==> src/pttc_pkg.sv <==
/*
 * Shared constants and types of the pin-triggered timer with capture modes.
 * Assumes a 50 MHz APB clock that also stands for the high-frequency clock.
 */
`default_nettype none
package pttc_pkg;
    // ------------------------------------------------------------------
    // Register map
    // ------------------------------------------------------------------
    localparam logic [11:0] PTTC_CTRL_OFS = 12'h000;
    localparam logic [11:0] PTTC_CMPA_OFS = 12'h004;
    localparam logic [11:0] PTTC_CMPB_OFS = 12'h008;
    localparam logic [11:0] PTTC_STAT_OFS = 12'h00c;
    localparam logic [8:0] PTTC_CTRL_RST = 9'h000;
    localparam logic [15:0] PTTC_CMPA_RST = 16'hffff;
    localparam logic [15:0] PTTC_CMPB_RST = 16'h0000;
    // ------------------------------------------------------------------
    // Control field positions
    // ------------------------------------------------------------------
    localparam int PTTC_START_LSB = 0;
    localparam int PTTC_CKSEL_LSB = 2;
    localparam int PTTC_MODE_LSB = 4;
    localparam int PTTC_STOPOPP_BIT = 6;
    localparam int PTTC_ACAP_BIT = 7;
    localparam int PTTC_MCAP_BIT = 8;
    // ------------------------------------------------------------------
    // Encodings
    // ------------------------------------------------------------------
    localparam logic [1:0] PTTC_START_STOP = 2'h0;
    localparam logic [1:0] PTTC_START_RISE = 2'h2;
    localparam logic [1:0] PTTC_START_FALL = 2'h3;
    localparam logic [1:0] PTTC_MODE_EXT = 2'h0;
    localparam logic [1:0] PTTC_MODE_EVENT = 2'h1;
    localparam logic [1:0] PTTC_MODE_WINDOW = 2'h2;
    localparam logic [1:0] PTTC_MODE_PULSE = 2'h3;
    // ------------------------------------------------------------------
    // Timing
    // ------------------------------------------------------------------
    localparam int PTTC_DIV0_LOG2 = 11;
    localparam int PTTC_DIV1_LOG2 = 7;
    localparam int PTTC_DIV2_LOG2 = 3;
    localparam int PTTC_NR_REJECT_FC = 4;
    localparam int PTTC_NR_GUAR_FC = 12;
    localparam int PTTC_NR_ACCEPT_CYC = PTTC_NR_REJECT_FC + 1;
    typedef enum logic [2:0] {
        ST_HALT = 3'b001,
        ST_RUN = 3'b010,
        ST_HOLD = 3'b100
    } pttc_state_t;
endpackage : pttc_pkg
`default_nettype wire

==> src/pttc_pin_if.sv <==
/*
 * Carrier between the timer core and its input noise rejector.
 * Assumes both ends share pclk.
 */
`timescale 1ns/1ns
`default_nettype none
interface pttc_pin_if;
    logic pin_raw;
    logic bypass;
    logic clk_en;
    logic level;
    logic rise;
    logic fall;
    modport filt (input pin_raw, input bypass, input clk_en, output level, output rise,
                  output fall);
    modport core (output pin_raw, output bypass, output clk_en, input level, input rise,
                  input fall);
endinterface : pttc_pin_if
`default_nettype wire

==> src/pttc_timer.sv <==
/*
 * Pin-triggered 16-bit timer: external trigger, event, window and pulse
 * width modes, with an APB register slave.
 * Assumes pin inputs synchronous to pclk and an APB4 master.
 */
// Our own choices: the placing of the registers and the APB register port.
// Function
// RULE1 - External trigger mode waits for the selected pin edge, then counts source ticks.
// RULE2 - External trigger: compare A match clears, halts counter and raises interrupt.
// RULE3 - With stop option, opposite edge before match clears and halts, no interrupt.
// RULE4 - After halt, next trigger edge restarts counting from zero.
// RULE5 - Without stop option, opposite and early trigger edges are ignored.
// RULE6 - Noise rejector drops pulses up to 4/fc, passes pulses of 12/fc.
// RULE7 - Low-speed modes bypass the rejector; source holds pulses one machine cycle.
// RULE8 - Event mode counts each selected pin edge, not source ticks.
// RULE9 - Event mode checks match at opposite edge: interrupt, clear, keep counting.
// RULE10 - Event source holds each level at least two machine cycles.
// RULE11 - Auto-capture copies count into compare B each tick; software waits a tick.
// RULE12 - Window mode counts ticks gated by pin level; match interrupts and clears.
// RULE13 - Window gate pulse should be much slower than the source clock.
// RULE14 - Software picks rising edge for high width, falling for low width.
// RULE15 - Single-edge capture: opposite edge captures, interrupts, clears; resume at trigger.
// RULE16 - Double-edge capture: opposite edge captures; trigger edge captures and clears.
// RULE17 - Software reads compare B before the next trigger edge.
// RULE18 - Single-edge capture holds counter at one until the next edge.
// RULE19 - Software discards the first pulse width capture after start.
// RULE20 - Compare value loads at first tick after upper byte write only.
// RULE21 - Entering stop mode forces the start field to zero.
// RULE22 - Counter is 16 bits, compared each tick, cleared on reset and mode clears; event mode compares at the opposite edge, pulse mode never compares.
`timescale 1ns/1ns
`default_nettype none
module pttc_timer #(
    parameter int CNT_W = 16
) (
    input wire logic pclk,
    input wire logic presetn,
    input wire logic clk_en,
    input wire logic psel,
    input wire logic penable,
    input wire logic pwrite,
    input wire logic [11:0] paddr,
    input wire logic [31:0] pwdata,
    input wire logic [3:0] pstrb,
    output logic [31:0] prdata,
    output logic pready,
    output logic pslverr,
    input wire logic timer_input_pin,
    input wire logic low_speed_run_mode,
    input wire logic low_speed_sleep_mode,
    input wire logic stop_mode_entry,
    output logic timer_interrupt_request
);
    import pttc_pkg::*;
    pttc_pin_if pin ();
    pttc_state_t state_reg;
    logic [8:0] ctrl_reg;
    logic [CNT_W-1:0] cnt_reg, cmp_a_reg, cmp_b_reg, sh_a_reg, sh_b_reg;
    logic pend_a_reg, pend_b_reg, phase_reg, irq_reg;
    logic [10:0] pre_reg;
    logic [31:0] prdata_reg;
    logic [1:0] start_f, cksel, mode;
    logic stop_opp, acap, single, started, tick, trig, opp, match_a, gate, cap_now, auto_cap;
    logic wr, setup, mapped;
    assign start_f = ctrl_reg[PTTC_START_LSB +: 2];
    assign cksel = ctrl_reg[PTTC_CKSEL_LSB +: 2];
    assign mode = ctrl_reg[PTTC_MODE_LSB +: 2];
    assign stop_opp = ctrl_reg[PTTC_STOPOPP_BIT];
    assign acap = ctrl_reg[PTTC_ACAP_BIT];
    assign single = ctrl_reg[PTTC_MCAP_BIT];
    assign started = start_f == PTTC_START_RISE || start_f == PTTC_START_FALL;
    // ------------------------------------------------------------------
    // Pin conditioning
    // ------------------------------------------------------------------
    assign pin.pin_raw = timer_input_pin;
    assign pin.bypass = low_speed_run_mode || low_speed_sleep_mode; // RULE7
    assign pin.clk_en = clk_en;
    pttc_noise_rej u_rej (
        .pclk(pclk),
        .presetn(presetn),
        .pin(pin.filt)
    );
    assign trig = start_f == PTTC_START_FALL ? pin.fall : pin.rise;
    assign opp = start_f == PTTC_START_FALL ? pin.rise : pin.fall;
    assign gate = pin.level == (start_f == PTTC_START_RISE);
    assign match_a = cnt_reg == cmp_a_reg;
    // ------------------------------------------------------------------
    // Source clock prescaler
    // ------------------------------------------------------------------
    always_ff @(posedge pclk or negedge presetn) begin
        if (!presetn) begin
            pre_reg <= 11'h000;
        end else if (clk_en) begin
            pre_reg <= pre_reg + 11'h001;
        end
    end
    always_comb begin
        case (cksel)
            2'h0: tick = &pre_reg[PTTC_DIV0_LOG2-1:0];
            2'h1: tick = &pre_reg[PTTC_DIV1_LOG2-1:0];
            2'h2: tick = &pre_reg[PTTC_DIV2_LOG2-1:0];
            default: tick = 1'b1;
        endcase
    end
    // ------------------------------------------------------------------
    // APB slave
    // ------------------------------------------------------------------
    assign setup = psel && !penable;
    assign wr = psel && penable && pwrite;
    assign pready = 1'b1;
    always_comb begin
        if (paddr == PTTC_CTRL_OFS) begin
            mapped = 1'b1;
        end else if (paddr == PTTC_CMPA_OFS) begin
            mapped = 1'b1;
        end else if (paddr == PTTC_CMPB_OFS) begin
            mapped = 1'b1;
        end else if (paddr == PTTC_STAT_OFS) begin
            mapped = 1'b1;
        end else begin
            mapped = 1'b0;
        end
    end
    assign pslverr = psel && penable && !mapped;
    always_ff @(posedge pclk or negedge presetn) begin
        if (!presetn) begin
            prdata_reg <= 32'h00000000;
        end else if (clk_en && setup) begin
            if (paddr == PTTC_CTRL_OFS) begin
                prdata_reg <= {23'h000000, ctrl_reg};
            end else if (paddr == PTTC_CMPA_OFS) begin
                prdata_reg <= {16'h0000, cmp_a_reg};
            end else if (paddr == PTTC_CMPB_OFS) begin
                prdata_reg <= {16'h0000, cmp_b_reg};
            end else if (paddr == PTTC_STAT_OFS) begin
                prdata_reg <= {13'h0000, pin.level, pend_a_reg, state_reg != ST_HALT, cnt_reg};
            end else begin
                prdata_reg <= 32'h00000000;
            end
        end
    end
    assign prdata = prdata_reg;
    // ------------------------------------------------------------------
    // Control register
    // ------------------------------------------------------------------
    always_ff @(posedge pclk or negedge presetn) begin
        if (!presetn) begin
            ctrl_reg <= PTTC_CTRL_RST;
        end else if (clk_en) begin
            if (wr && paddr == PTTC_CTRL_OFS) begin
                if (pstrb[0]) ctrl_reg[7:0] <= pwdata[7:0];
                if (pstrb[1]) ctrl_reg[8] <= pwdata[8];
            end
            if (stop_mode_entry) begin
                ctrl_reg[PTTC_START_LSB +: 2] <= PTTC_START_STOP; // RULE21
            end
        end
    end
    // ------------------------------------------------------------------
    // Compare registers
    // ------------------------------------------------------------------
    always_ff @(posedge pclk or negedge presetn) begin
        if (!presetn) begin
            sh_a_reg <= PTTC_CMPA_RST;
            cmp_a_reg <= PTTC_CMPA_RST;
            pend_a_reg <= 1'b0;
        end else if (clk_en) begin
            if (wr && paddr == PTTC_CMPA_OFS && pstrb[0]) sh_a_reg[7:0] <= pwdata[7:0];
            if (wr && paddr == PTTC_CMPA_OFS && pstrb[1]) begin
                sh_a_reg[15:8] <= pwdata[15:8];
                pend_a_reg <= 1'b1; // RULE20
            end else if (tick && pend_a_reg) begin
                cmp_a_reg <= sh_a_reg; // RULE20
                pend_a_reg <= 1'b0;
            end
        end
    end
    assign auto_cap = acap && tick && state_reg == ST_RUN && mode != PTTC_MODE_PULSE;
    always_comb begin
        cap_now = 1'b0;
        if (started && mode == PTTC_MODE_PULSE && state_reg == ST_RUN) begin
            if (single) begin
                cap_now = opp;
            end else begin
                cap_now = phase_reg ? trig : opp;
            end
        end
    end
    always_ff @(posedge pclk or negedge presetn) begin
        if (!presetn) begin
            sh_b_reg <= PTTC_CMPB_RST;
            cmp_b_reg <= PTTC_CMPB_RST;
            pend_b_reg <= 1'b0;
        end else if (clk_en) begin
            if (wr && paddr == PTTC_CMPB_OFS && pstrb[0]) sh_b_reg[7:0] <= pwdata[7:0];
            if (wr && paddr == PTTC_CMPB_OFS && pstrb[1]) begin
                sh_b_reg[15:8] <= pwdata[15:8];
                pend_b_reg <= 1'b1; // RULE20
            end else if (tick && pend_b_reg && !cap_now && !auto_cap) begin
                pend_b_reg <= 1'b0;
            end
            if (cap_now) begin
                cmp_b_reg <= cnt_reg; // RULE15 RULE16
            end else if (auto_cap) begin
                cmp_b_reg <= cnt_reg; // RULE11
            end else if (tick && pend_b_reg) begin
                cmp_b_reg <= sh_b_reg; // RULE20
            end
        end
    end
    // ------------------------------------------------------------------
    // Counter and mode sequencing
    // ------------------------------------------------------------------
    always_ff @(posedge pclk or negedge presetn) begin
        if (!presetn) begin
            state_reg <= ST_HALT;
            cnt_reg <= '0; // RULE22
            phase_reg <= 1'b0;
            irq_reg <= 1'b0;
        end else if (clk_en) begin
            irq_reg <= 1'b0;
            if (!started) begin
                state_reg <= ST_HALT;
                cnt_reg <= '0; // RULE22
                phase_reg <= 1'b0;
            end else begin
                case (mode)
                    PTTC_MODE_EXT: begin
                        case (state_reg)
                            ST_RUN: begin
                                if (tick && match_a) begin
                                    cnt_reg <= '0; // RULE2
                                    state_reg <= ST_HALT;
                                    irq_reg <= 1'b1;
                                end else if (opp && stop_opp) begin
                                    cnt_reg <= '0; // RULE3
                                    state_reg <= ST_HALT;
                                end else if (tick) begin
                                    cnt_reg <= cnt_reg + 1'b1; // RULE5
                                end
                            end
                            default: begin
                                if (trig) begin
                                    state_reg <= ST_RUN; // RULE1 RULE4
                                    cnt_reg <= '0;
                                end
                            end
                        endcase
                    end
                    PTTC_MODE_EVENT: begin
                        state_reg <= ST_RUN;
                        if (opp && match_a) begin
                            cnt_reg <= '0; // RULE9
                            irq_reg <= 1'b1;
                        end else if (trig) begin
                            cnt_reg <= cnt_reg + 1'b1; // RULE8
                        end
                    end
                    PTTC_MODE_WINDOW: begin
                        state_reg <= ST_RUN;
                        if (tick && gate) begin
                            if (match_a) begin
                                cnt_reg <= '0; // RULE12
                                irq_reg <= 1'b1;
                            end else begin
                                cnt_reg <= cnt_reg + 1'b1; // RULE12
                            end
                        end
                    end
                    default: begin
                        case (state_reg)
                            ST_RUN: begin
                                if (cap_now) begin
                                    irq_reg <= 1'b1;
                                    if (single) begin
                                        cnt_reg <= {{(CNT_W-1){1'b0}}, 1'b1}; // RULE15 RULE18
                                        state_reg <= ST_HOLD;
                                    end else if (phase_reg) begin
                                        cnt_reg <= '0; // RULE16
                                        phase_reg <= 1'b0;
                                    end else begin
                                        phase_reg <= 1'b1; // RULE16
                                        if (tick) cnt_reg <= cnt_reg + 1'b1;
                                    end
                                end else if (tick) begin
                                    cnt_reg <= cnt_reg + 1'b1;
                                end
                            end
                            ST_HOLD: begin
                                if (trig) state_reg <= ST_RUN; // RULE18
                            end
                            default: begin
                                if (trig) begin
                                    state_reg <= ST_RUN;
                                    cnt_reg <= '0;
                                    phase_reg <= 1'b0;
                                end
                            end
                        endcase
                    end
                endcase
            end
        end
    end
    assign timer_interrupt_request = irq_reg;
endmodule : pttc_timer
`default_nettype wire

==> src/pttc_noise_rej.sv <==
/*
 * Input noise rejector and edge detector for the timer input pin.
 * Assumes the pin is synchronous to pclk.
 */
`timescale 1ns/1ns
`default_nettype none
module pttc_noise_rej (
    input wire logic pclk,
    input wire logic presetn,
    pttc_pin_if.filt pin
);
    import pttc_pkg::*;
    logic level_reg;
    logic [3:0] run_reg;
    logic changed;
    assign changed = pin.pin_raw != level_reg;
    // ------------------------------------------------------------------
    // Filter
    // ------------------------------------------------------------------
    always_ff @(posedge pclk or negedge presetn) begin
        if (!presetn) begin
            level_reg <= 1'b0;
            run_reg <= 4'h0;
        end else if (pin.clk_en) begin
            if (pin.bypass) begin
                level_reg <= pin.pin_raw; // RULE7
                run_reg <= 4'h0;
            end else if (!changed) begin
                run_reg <= 4'h0;
            end else if (run_reg == 4'(PTTC_NR_ACCEPT_CYC - 1)) begin
                level_reg <= pin.pin_raw; // RULE6
                run_reg <= 4'h0;
            end else begin
                run_reg <= run_reg + 4'h1; // RULE6
            end
        end
    end
    assign pin.level = level_reg;
    assign pin.rise = pin.clk_en && !level_reg &&
        (pin.bypass ? pin.pin_raw : changed && run_reg == 4'(PTTC_NR_ACCEPT_CYC - 1));
    assign pin.fall = pin.clk_en && level_reg &&
        (pin.bypass ? !pin.pin_raw : changed && run_reg == 4'(PTTC_NR_ACCEPT_CYC - 1));
endmodule : pttc_noise_rej
`default_nettype wire

==> config.mk <==
export PLATFORM = sky130hd
export DESIGN_NAME = pttc_timer
export DESIGN_NICKNAME = d
export VERILOG_FILES = /design/src/pttc_pkg.sv /design/src/pttc_pin_if.sv /design/src/pttc_timer.sv /design/src/pttc_noise_rej.sv
export SDC_FILE = /design/constraint.sdc
export NUM_CORES = 1
export LEC_CHECK = 0
export ABC_CLOCK_PERIOD_IN_PS = 2400
export BUFFER_PORTS_ARGS = -buffer_cell sky130_fd_sc_hd__buf_2
export CAP_MARGIN = 5
export CORE_MARGIN = 10
export CORE_UTILIZATION = 50
export DETAILED_ROUTE_END_ITERATION = 10
export HOLD_SLACK_MARGIN = 0.15
export PLACE_DENSITY = 0.69
export SYNTH_ARGS = -nofsm -noshare
export SYNTH_HDL_FRONTEND = slang
export SYNTH_SLANG_ARGS = --single-unit
==> constraint.sdc <==
create_clock -name pclk -period 2.4 [get_ports pclk]
set_clock_uncertainty 0.2 [all_clocks]
set_input_delay 0.48 -clock pclk [delete_from_list [all_inputs] [get_ports pclk]]
set_output_delay 0.48 -clock pclk [all_outputs]
set_load 0.02 [all_outputs]
Word level (Yosys, flattened, before mapping)
Index checks and enable logic that the tools add are counted.
{"block": "op_classes", "n_mux": 72, "n_eq_ne": 29, "add_sub_neg": 3, "n_reduce_logical": 68, "n_bitwise": 1}
{"operator": "16-bit 2-to-1 mux", "count": 16}
{"operator": "19-bit 2-to-1 mux", "count": 4}
{"operator": "16-bit one-hot mux with 3 select lines", "count": 1}
{"operator": "1-bit 2-to-1 mux", "count": 32}
{"operator": "16-bit one-hot mux with 2 select lines", "count": 1}
{"operator": "1-bit logical AND", "count": 30}
{"operator": "12-bit by 4-bit equality test with 1-bit output (second input constant)", "count": 2}
{"operator": "3-bit 2-to-1 mux", "count": 8}
{"operator": "3-bit AND reduction", "count": 6}
{"operator": "16-bit by 1-bit adder with 16-bit output (second input constant)", "count": 1}
{"operator": "16-bit equality test", "count": 1}
{"operator": "2-bit AND reduction", "count": 7}
{"operator": "12-bit by 3-bit equality test with 1-bit output (second input constant)", "count": 1}
{"operator": "12-bit logical NOT", "count": 1}
{"operator": "4-bit 2-to-1 mux", "count": 3}
{"operator": "2-bit nonzero test", "count": 6}
{"operator": "11-bit by 1-bit adder with 11-bit output (second input constant)", "count": 1}
{"operator": "11-bit AND reduction", "count": 1}
{"operator": "2-bit equality test (second input constant)", "count": 5}
{"operator": "5-bit by 4-bit inequality test with 1-bit output (second input constant)", "count": 2}
{"operator": "3-bit inequality test (second input constant)", "count": 3}
{"operator": "4-bit AND reduction", "count": 2}
{"operator": "7-bit AND reduction", "count": 1}
{"operator": "1-bit logical NOT", "count": 6}
{"operator": "other kinds (23)", "count": 32}
{"block": "word_totals", "word_cells": 192, "regBits": 144, "out_inout_bits": 35, "inputBits": 58}

Logic depth before layout (Yosys ltp)
Gate-level depths: netlist of the first run.
{"block": "depth", "depth_word": 13, "mapped_depth": 13, "ltp_nobuf": 10}

Hierarchy
From an unflattened synthesis of the first run, not the netlist that was laid out.
{"block": "hier_totals", "cells_unflattened": 727, "hier_area_um2": 7557.2}
{"module": "pttc_timer", "instances": 1, "cells_per_inst": 696, "area_per_inst_um2": 7249.5, "seq_area_each_um2": 3194.3}
{"module": "pttc_noise_rej", "instances": 1, "cells_per_inst": 31, "area_per_inst_um2": 307.8, "seq_area_each_um2": 125.1}

Worst setup path before layout of the first run
No wires, ideal clock.
{"block": "synth_timing", "path_kind": "flip-flop to flip-flop", "from": "register pre_reg[0]", "to": "register cnt_reg[15]", "period_less_slack_ns": 2.697, "path_stages_with_launch": 13, "setup_time_ns": 0.118, "n_path_buf": 2, "arrival_time_ns": 2.379, "required_time_ns": 2.082, "slack_ns": -0.297, "cell_sequence": "dfrtp_1 -> ha_1 -> ha_1 -> o21ai_0 -> o21ai_1 -> nand2_2 -> a211oi_2 -> a22oi_2 -> nand2b_4 -> buf_6 -> buf_6 -> o21ai_1 -> a21o_1"}
{"block": "synth_via", "elab_chain_len": 9, "elab_cells_between_ends": 18, "classes_between": "eq/ne: 1; mux: 11; reduce/logical: 6"}
{"element": "from (decl)", "line_no": "pttc_timer.sv:59", "rtl": "logic [10:0] pre_reg;"}
{"element": "from (signal assigned)", "line_no": "pttc_timer.sv:93", "rtl": "pre_reg <= pre_reg + 11'h001;"}
{"element": "11-bit AND reduction, or another cell as far along", "line_no": "pttc_timer.sv:98", "rtl": "2'h0: tick = &pre_reg[PTTC_DIV0_LOG2-1:0];"}
{"element": "1-bit one-hot mux with 3 select lines *", "line_no": "pttc_timer.sv:97", "rtl": "case (cksel)"}
{"element": "16-bit 2-to-1 mux (4 in a row)"}
{"element": "16-bit one-hot mux with 2 select lines"}
{"element": "16-bit one-hot mux with 3 select lines", "line_no": "pttc_timer.sv:226", "rtl": "case (mode)"}
{"element": "16-bit 2-to-1 mux", "line_no": "pttc_timer.sv:221", "rtl": "if (!started) begin"}
{"element": "to (signal assigned)", "line_no": "pttc_timer.sv:238", "rtl": "cnt_reg <= cnt_reg + 1'b1;"}
{"element": "to (signal assigned)", "line_no": "pttc_timer.sv:255", "rtl": "cnt_reg <= cnt_reg + 1'b1;"}
{"element": "to (signal assigned)", "line_no": "pttc_timer.sv:265", "rtl": "cnt_reg <= cnt_reg + 1'b1;"}
{"element": "to (decl)", "line_no": "pttc_timer.sv:57", "rtl": "logic [CNT_W-1:0] cnt_reg, cmp_a_reg, cmp_b_reg, sh_a_reg, sh_b_reg;"}
Every way passes the cells marked *; elsewhere a longest branch is shown, timed or not.
A chain may end at the register's enable or synchronous reset.

Final worst setup path of the first run
{"block": "layout_timing", "from": "register u_rej.run_reg[1]", "to": "register cnt_reg[4]"}
{"block": "layout_via", "elab_chain_len": 12, "elab_cells_between_ends": 24, "classes_between": "eq/ne: 2; mux: 16; reduce/logical: 6"}
{"element": "from (decl)", "line_no": "pttc_noise_rej.sv:14", "rtl": "logic [3:0] run_reg;"}
{"element": "from (signal assigned)", "line_no": "pttc_noise_rej.sv:34", "rtl": "run_reg <= run_reg + 4'h1;"}
{"element": "4-bit by 3-bit equality test with 1-bit output *", "line_no": "pttc_noise_rej.sv:40, pttc_noise_rej.sv:42"}
{"element": "1-bit logical AND *", "line_no": "pttc_noise_rej.sv:40, pttc_noise_rej.sv:42"}
{"element": "1-bit 2-to-1 mux (on tied branches)", "line_no": "pttc_noise_rej.sv:42, pttc_noise_rej.sv:40"}
{"element": "1-bit logical AND (on tied branches)", "line_no": "pttc_noise_rej.sv:41, pttc_noise_rej.sv:39"}
{"element": "1-bit 2-to-1 mux (on tied branches)", "line_no": "pttc_timer.sv:83, pttc_timer.sv:82"}
{"element": "1-bit 2-to-1 mux", "line_no": "pttc_timer.sv:184", "rtl": "cap_now = phase_reg ? trig : opp;"}
{"element": "1-bit 2-to-1 mux", "line_no": "pttc_timer.sv:181", "rtl": "if (single) begin"}
{"element": "1-bit 2-to-1 mux", "line_no": "pttc_timer.sv:180", "rtl": "if (started && mode == PTTC_MODE_PULSE && state_reg == ST_RUN) begin"}
{"element": "16-bit 2-to-1 mux", "line_no": "pttc_timer.sv:272", "rtl": "if (cap_now) begin"}
{"element": "16-bit one-hot mux with 2 select lines", "line_no": "pttc_timer.sv:270", "rtl": "case (state_reg)"}
{"element": "16-bit one-hot mux with 3 select lines", "line_no": "pttc_timer.sv:226"}
{"element": "16-bit 2-to-1 mux", "line_no": "pttc_timer.sv:221"}
{"element": "to (signal assigned)", "line_no": "pttc_timer.sv:238"}
{"element": "to (signal assigned)", "line_no": "pttc_timer.sv:275", "rtl": "cnt_reg <= {{(CNT_W-1){1'b0}}, 1'b1};"}
{"element": "to (signal assigned)", "line_no": "pttc_timer.sv:282", "rtl": "if (tick) cnt_reg <= cnt_reg + 1'b1;"}
Marked as above.

==> results.md, run 1 <==
* Status: complete, but fails checks
* Failing checks: setup timing
* Reg-to-Reg Start: u_rej.run_reg[1]$_DFFE_PN0P_
* First-pass GRT wire length at 35600 um
* R2r setup slk at -0.42 ns
* P_leak at 4.58 nW
* Worst Reg-to-Reg Cells at 11
* Final wirelength at 23500 um
* Worst hold start: stop_mode_entry
* Grt ovf at 0
* Register area share after synthesis at a little under half
* I/O Buffers at 60
* Crit path kind: register to register
* Maximum resistive drop on vdd at between 0.4 and 0.5 mV
* Setup crit end kind: register
* Largest net degree at the start of global routing at 39
* Worst EP required at between 2 and 3 ns
* Post-synthesis cell area at slightly above 7000 um2
* IO Pins at slightly above 90
* Setup TNS at -11.11 ns
* Chip width at 140 um
* Cell Rows at 43
* Most frequent cells in the layout: buf_4, dfrtp_1, nand2_1
* DP Wirelength at about 15000 um
* Initial drt markers at slightly below 600
* CTS Buffer Depth at 2
* Hold crit path type: input pin to register
* Setup violators final at 38
* Setup WS post-layout at -0.418 ns
* Final core utilization at 72.2%
* #FFs+latches synth at 131
* CTS tree: done
* Leading area contributor after synthesis: dfrtp_1
* Global Route Usage Sum at 22.8%
* FF-to-FF End: cnt_reg[4]$_DFFE_PN0P_
* Post-route ant nets at 0
* RSZ-0062 raised after global routing: true
* Fillers at 925
* Hold Path Stages at 3
* Final hold violations at 0
* Commonest non-fill, non-tap cell in the layout: buf_4
* CTS sink cnt at 131
* Synthesis-to-layout area growth at 40.6%
* Syn_area_per_cell at 10.7 um2
* Crit-path max FO at 5
* ANT cells at 0
* Max reg flops at 19
* Number of global-route vias before repair at 6607
* Number of detailed-route iterations in the first pass at 7
* Crit share post-route at 117%
* Post-layout minimum cycle time at 2.82 ns
* Share of post-route cells with drive strength above 1 at 49.2%
* Multi-input gate area at 3930 um2
* Slew headroom at between 60 and 70%
* Via count at 6519
* H-tree levels at 4
* Core area at 13900 um2
* Gate Count Post-Synth at 667
* Worst-Skew Late Latency at 0.43 ns
* WL per Instance at between 20 and 25 um
* Power per cell area at around 540 nW/um2
* Max Clk Rate at between 300 and 400 MHz
* Final GP Congestion at ~0.96
* Root Buffer: clkbuf_16
* Hold worst-path end: ctrl_reg[0]$_DFFE_PN0P_
* Worst slew pin tran at between 0.4 and 0.5 ns
* CP Data Arrival Time at a little under 3 ns
* Initial Utilization at just over 50%
* Die area at 19500 um2
* Die Y-Extent at 140 um
* Synth async-reset ratio at between 90% and 100%
* Initial antenna violation count at 0
* # nets final at 957
* Cell variety after synth at 70
* Total of max-cap violations at 0
* CP startpoint kind: register
* Yosys top cell area share at between 30% and 40%
* DRC at 0
* Top FF cell, synth: dfrtp_1
* Clock transition at path regs at approximately 0.060 ns
* Synth warn at 0
* Ranking of synthesized cells by area: dfrtp_1, dfstp_2, mux2_2
* Via density at approximately 6
* EDFF count, synth at 0
* Storage cell area at about 3300 um2
* Slew Limit Fails at 0
* Num CTS Buffers at 17
-- what timing repair did --
action / in CTS / in global routing
endpoints found under the setup margin: 54 / 55
pin swaps: 35 / 26
hold buffers: 18 / 0
resized for setup: 72 / 58
setup buffers: 14 / 21
cloned: 8 / 0
endpoints found under the hold margin: 62 / 0
-- cell usage after synthesis, types with 3 or more instances --
cell type  number
a21o_1         10
a21oi_1         8
a22o_1          3
a22oi_1         8
a31oi_1         3
and3_1         12
buf_1           3
buf_2          10
buf_4          15
buf_6           5
clkbuf_1       21
dfrtp_1        98
dfstp_2        33
ha_1            9
inv_1          14
mux2_2         64
mux2i_1        22
mux4_2          9
nand2_1        81
nand2b_1        6
nand3_1        20
nand4_1        13
nor2_1         28
nor2b_1         3
nor3_1          5
nor3b_2         5
nor4_1          4
o2111ai_1       6
o21ai_0        55
o21ai_1         6
o22ai_1         4
o31ai_1        10
or3_1           3
or4_1           3
xnor2_1        21
xor2_1          6
-- report_power, final --
group,switching (mW),internal (mW)
clock network,0.968,1.47
registers,0.0634,2.28
logic,0.308,0.312
total,1.34,4.06
-- worst max-delay path by stage --
stage	cells past startpoint	endpoint	slack (ns)	from
2_1_floorplan	13	cnt_reg[15]$_DFFE_PN0P_	-0.22	u_rej.run_reg[0]$_DFFE_PN0P_
3_3_place_gp	11	cnt_reg[5]$_DFFE_PN0P_	-0.34	u_rej.run_reg[1]$_DFFE_PN0P_
3_5_place_dp	11	cnt_reg[5]$_DFFE_PN0P_	-0.45	u_rej.run_reg[1]$_DFFE_PN0P_
4_1_cts	10	cnt_reg[2]$_DFFE_PN0P_	-0.29	u_rej.run_reg[0]$_DFFE_PN0P_
5_1_grt	11	cnt_reg[4]$_DFFE_PN0P_	-0.47	u_rej.run_reg[1]$_DFFE_PN0P_
6_report	11	cnt_reg[4]$_DFFE_PN0P_	-0.42	u_rej.run_reg[1]$_DFFE_PN0P_
-- critical path, cell delays in order, from the launching register on --
cell and delay [ns]:
dfrtp_1 0.37, inv_2 0.06, ha_4 0.15, and3b_2 0.23
o31a_1 0.36, and3_4 0.22, a211oi_2 0.24, a22oi_2 0.15
nand2b_4 0.20, buf_12 0.14, or3_1 0.34, nand3_1 0.09
-- per-layer routing --
layer / part of all wire (%) / vias up / GRT usage (%)
li1: - / 2856 / -
met1: 40 / 3224 / 27.8
met2: 47 / 350 / 36.3
met3: 9.1 / 89 / 6.23
met4: 4.4 / 0 / 11.3
met5: 0 / - / 0
-- through the flow --
stage | cells | area [um2] | power [mW] | worst slack, ns | hold slack, ns
floorplan | 679 | 7220 | 2.59 | -0.224 | -0.0156
global placement | 994 | 8490 | 2.80 | -0.338 | 0.257
detailed placement | 994 | 8490 | 2.83 | -0.446 | 0.266
CTS | 1066 | 9680 | 5.29 | -0.295 | 0.188
global route | 1083 | 10100 | 5.58 | -0.470 | 0.223
finish | 1083 | 10100 | 5.40 | -0.418 | 0.201
-- cell families (layout without fill, tap and decap cells) --
| family | count (synthesis) | after routing | share of synthesized area, % |
|---|---|---|---|
| fa+ha+maj | 9 | 9 | 1.57 |
| xor+xnor | 29 | 29 | 3.76 |
| mux | 95 | 95 | 16.0 |
| compound gates | 137 | 138 | 13.1 |
| simple gates | 196 | 198 | 14.1 |
| other cells | 2 | 14 | 0.105 |
| buf+inv | 68 | 289 | 5.05 |
| flops | 131 | 131 | 46.4 |
-- area by class of cell --
cell class / count / area share [%]
inverters: 14 / 0.522
repair buffers: 243 / 19.8
clock inverters: 9 / 0.808
clock buffers: 23 / 4.65
well taps: 180 / 2.24
flip-flops and latches: 131 / 33.0
multi-input cells: 483 / 39.0
No activity file was read; power rests on OpenSTA's default activity.
==> run 2: changes to the inputs <==
Settings changed: CTS_CLUSTER_SIZE set to 30, SYNTH_HIERARCHICAL set to 1.
==> run 2 against run 1 <==
Compared with the run above:
- the flow still finishes with violations (setup timing)
- clock-buffer cell count decreased by 4
- first-iteration DRC count increased by 12%
- sequential power about the same
- via count increased by 7.3%
- synthesized cell count increased by 9.0%
- largest cell class unchanged
==> results.md, run 2 <==
* Final GP Congestion at 0.913 (-4.8%)
* Synthesis-to-layout area growth at 41.0%
* Setup violators final at 38 (unchanged)
* Synth warn at 6 (+6)
* CTS tree: done
* Grt ovf at 0 (unchanged)
* Top FF cell, synth: dfrtp_1
* Post-layout minimum cycle time at 2.89 ns (+0.0737 ns)
* Syn_area_per_cell at 10.4 um2 (-3.1%)
* Ranking of synthesized cells by area: dfrtp_1, dfstp_2, mux2_2
* Count leader, synth: dfrtp_1
* Finished Layout Cells at 1142 (+5.4%)
* Yosys top cell area share at 32.5% (-1.8 points)
* H-tree levels at 4 (unchanged)
* Fillers at 992 (+7.2%)
* Chip width at 143 um (+2.4%)
* CP startpoint kind: register
* Worst slew pin tran at 0.658 ns (+0.163 ns)
* Max Clk Rate at 346 MHz (-2.6%)
* IO Pins at 93 (unchanged)
* Tot Pwr at 5.68 mW (+5.2%)
* Cell Rows at 44 (+2.3%)
* Initial drt markers at 668 (+12%)
* Root Buffer: clkbuf_16
* Worst hold slack at 0.175 ns (-0.0264 ns)
* Worst EP required at 2.50 ns (-0.06 ns)
* Setup WS post-layout at -0.492 ns (-0.0737 ns)
* Global Route Usage Sum at 25.4% (+2.7 points)
* Num CTS Buffers at 17 (unchanged)
* I/O Buffers at 60 (unchanged)
* Synth top cells by count: dfrtp_1, nand2_1, mux2_2, nor2_1, a21oi_1
* Gate Count Post-Synth at 727 (+9.0%)
* RSZ-0062 raised after global routing: true
* CTS Buffer Depth at 2 (unchanged)
* Share of post-route cells with drive strength above 1 at 48.9% (-0.32 points)
* ANT cells at 0 (unchanged)
* EDFF count, synth at 0 (unchanged)
* CTS sink cnt at 131 (unchanged)
* Failing checks: setup timing
* Commonest non-fill, non-tap cell in the layout: buf_4
* DRC at 0 (unchanged)
* Initial Utilization at 51.4% (+0.053 points)
* Largest net degree at the start of global routing at 62 (+59%)
* Cell variety after synth at 82 (+17%)
* Hold Path Stages at 2 (-1)
* Slew Limit Fails at 0 (unchanged)
* Via count at 6994 (+7.3%)
* Status: complete, but fails checks
* Max reg flops at 19 (unchanged)
* Setup crit end kind: register
* Core area at 14700 um2 (+5.5%)
* Worst Reg-to-Reg Cells at 15 (+4)
* Number of detailed-route iterations in the first pass at 7 (unchanged)
* Die Y-Extent at 143 um (+2.4%)
* #FFs+latches synth at 131 (unchanged)
* First-pass GRT wire length at 40400 um (+14%)
* Initial antenna violation count at 0 (unchanged)
* Cells after DPL at 1061 (+6.7%)
* Crit share post-route at 120% (+3.1 points)
* Number of global-route vias before repair at 7296 (+10%)
* Crit path kind: register to register
* Via density at 6.12 (+1.7%)
* Setup TNS at -15.53 ns (-4.41 ns)
* Final core utilization at 72.5% (+0.26 points)
* Crit-path max FO at 5 (unchanged)
* P_leak at 4.70 nW (+2.5%)
* Register area share after synthesis at 43.9% (-2.5 points)
* DP Wirelength at 17100 um (+18%)
* Slew headroom at 55.0% (-11 points)
* Die area at 20400 um2 (+4.8%)
* Maximum resistive drop on vdd at 0.511 mV (+3.7%)
* Post-route ant nets at 0 (unchanged)
* Power per cell area at 533 nW/um2 (-0.59%)
* CP Data Arrival Time at 2.99 ns (about the same)
* Clock transition at path regs at 0.06 ns (about the same)
* Hold crit path type: input pin to register
* Final wirelength at 26400 um (+12%)
* Worst-Skew Late Latency at 0.42 ns (about the same)
* WL per Instance at 23.1 um (+6.5%)
* Final hold violations at 0 (unchanged)
* Total of max-cap violations at 0 (unchanged)
* Synth async-reset ratio at 100% (unchanged)
* Most frequent cells in the layout: buf_4, dfrtp_1, nand2_1
* Leading area contributor after synthesis: dfrtp_1
* # nets final at 1012 (+5.7%)
* Post-synthesis cell area at 7560 um2 (+5.6%)
## run 2: power by group
| group | internal, mW | leakage (nW) | switching, mW | total [mW] |
|---|---|---|---|---|
| Combinational | 0.300 | 2.72 | 0.305 | 0.606 |
| Sequential | 2.28 | 1.68 | 0.0800 | 2.36 |
| Clock | 1.66 | 0.291 | 1.07 | 2.72 |
## run 2: per-layer routing
layer | routed length [um] | track usage [%] | share of wire, % | up-vias
met5 | 0 | 0 | 0 | -
met4 | 692 | 8.96 | 2.6 | 0
met3 | 1970 | 5.90 | 7.5 | 61
met2 | 12800 | 41.5 | 48 | 346
met1 | 10900 | 32.5 | 41 | 3494
li1 | - | - | - | 3093
## run 2: kinds of logic after synthesis
| logic type | count (synthesis) | share of synthesized area (%) |
|---|---|---|
| buf+inv | 78 | 5.28 |
| xor+xnor | 29 | 3.36 |
| other cells | 2 | 0.0994 |
| fa+ha+maj | 9 | 1.49 |
| flops | 131 | 43.9 |
| mux | 90 | 14.5 |
| simple gates | 207 | 14.1 |
| compound gates | 181 | 17.3 |
## run 2: area by class of cell
class | instances | area (um2) | share of cell area (%)
timing repair buffer | 245 | 1920 | 18.0
clock inverter | 13 | 174 | 1.63
clock buffer | 19 | 433 | 4.06
tap | 184 | 230 | 2.16
inverter | 17 | 63.8 | 0.599
sequential | 131 | 3320 | 31.2
multi-input combinational | 533 | 4520 | 42.4
## run 2: metrics by stage
stage | worst slack, ns | area (um2)
2_1_floorplan | -0.246 | 7750
3_3_place_gp | -0.456 | 9030
3_5_place_dp | -0.635 | 9030
4_1_cts | -0.454 | 10400
5_1_grt | -0.593 | 10700
6_report | -0.492 | 10700
## run 2: worst max-delay path, stage by stage (launching register included)
cell and delay, ns:
dfrtp_1 0.36, inv_2 0.06, ha_4 0.14, and3b_2 0.21, o21ai_4 0.16, nor3b_2 0.07, buf_4 0.13, and3_4 0.15
o21ai_4 0.22, a21oi_4 0.10, a41o_4 0.29, o21a_4 0.25, buf_12 0.15, buf_12 0.13, nor2_4 0.09, a21oi_2 0.04
## run 2: path summary, 6_finish.rpt
path	startpoint	end	slack, ns
worst max-delay path	u_rej/run_reg[1]$_DFFE_PN0P_	cmp_b_reg[15]$_DFFE_PN0P_	-0.49
max in group asynchronous	presetn	cmp_a_reg[9]$_DFFE_PN1P_	0.98
worst min-delay path	timer_input_pin	u_rej/pin.level$_DFFE_PN0P_	0.17
worst max register to register	u_rej/run_reg[1]$_DFFE_PN0P_	cmp_b_reg[15]$_DFFE_PN0P_	-0.49
worst min register to register	pre_reg[10]$_DFFE_PN0P_	pre_reg[10]$_DFFE_PN0P_	0.28
min in group asynchronous	presetn	timer_interrupt_request$_DFFE_PN0P_	0.31
## run 2: timing repair
action                                 in CTS  in global routing
hold buffers                               17                  0
setup endpoints to repair                  54                 55
buffers inserted                           25                  4
resized for setup                          90                 38
endpoints found under the hold margin      51                  0
cloned                                      4                  2
pin swaps                                  24                 17
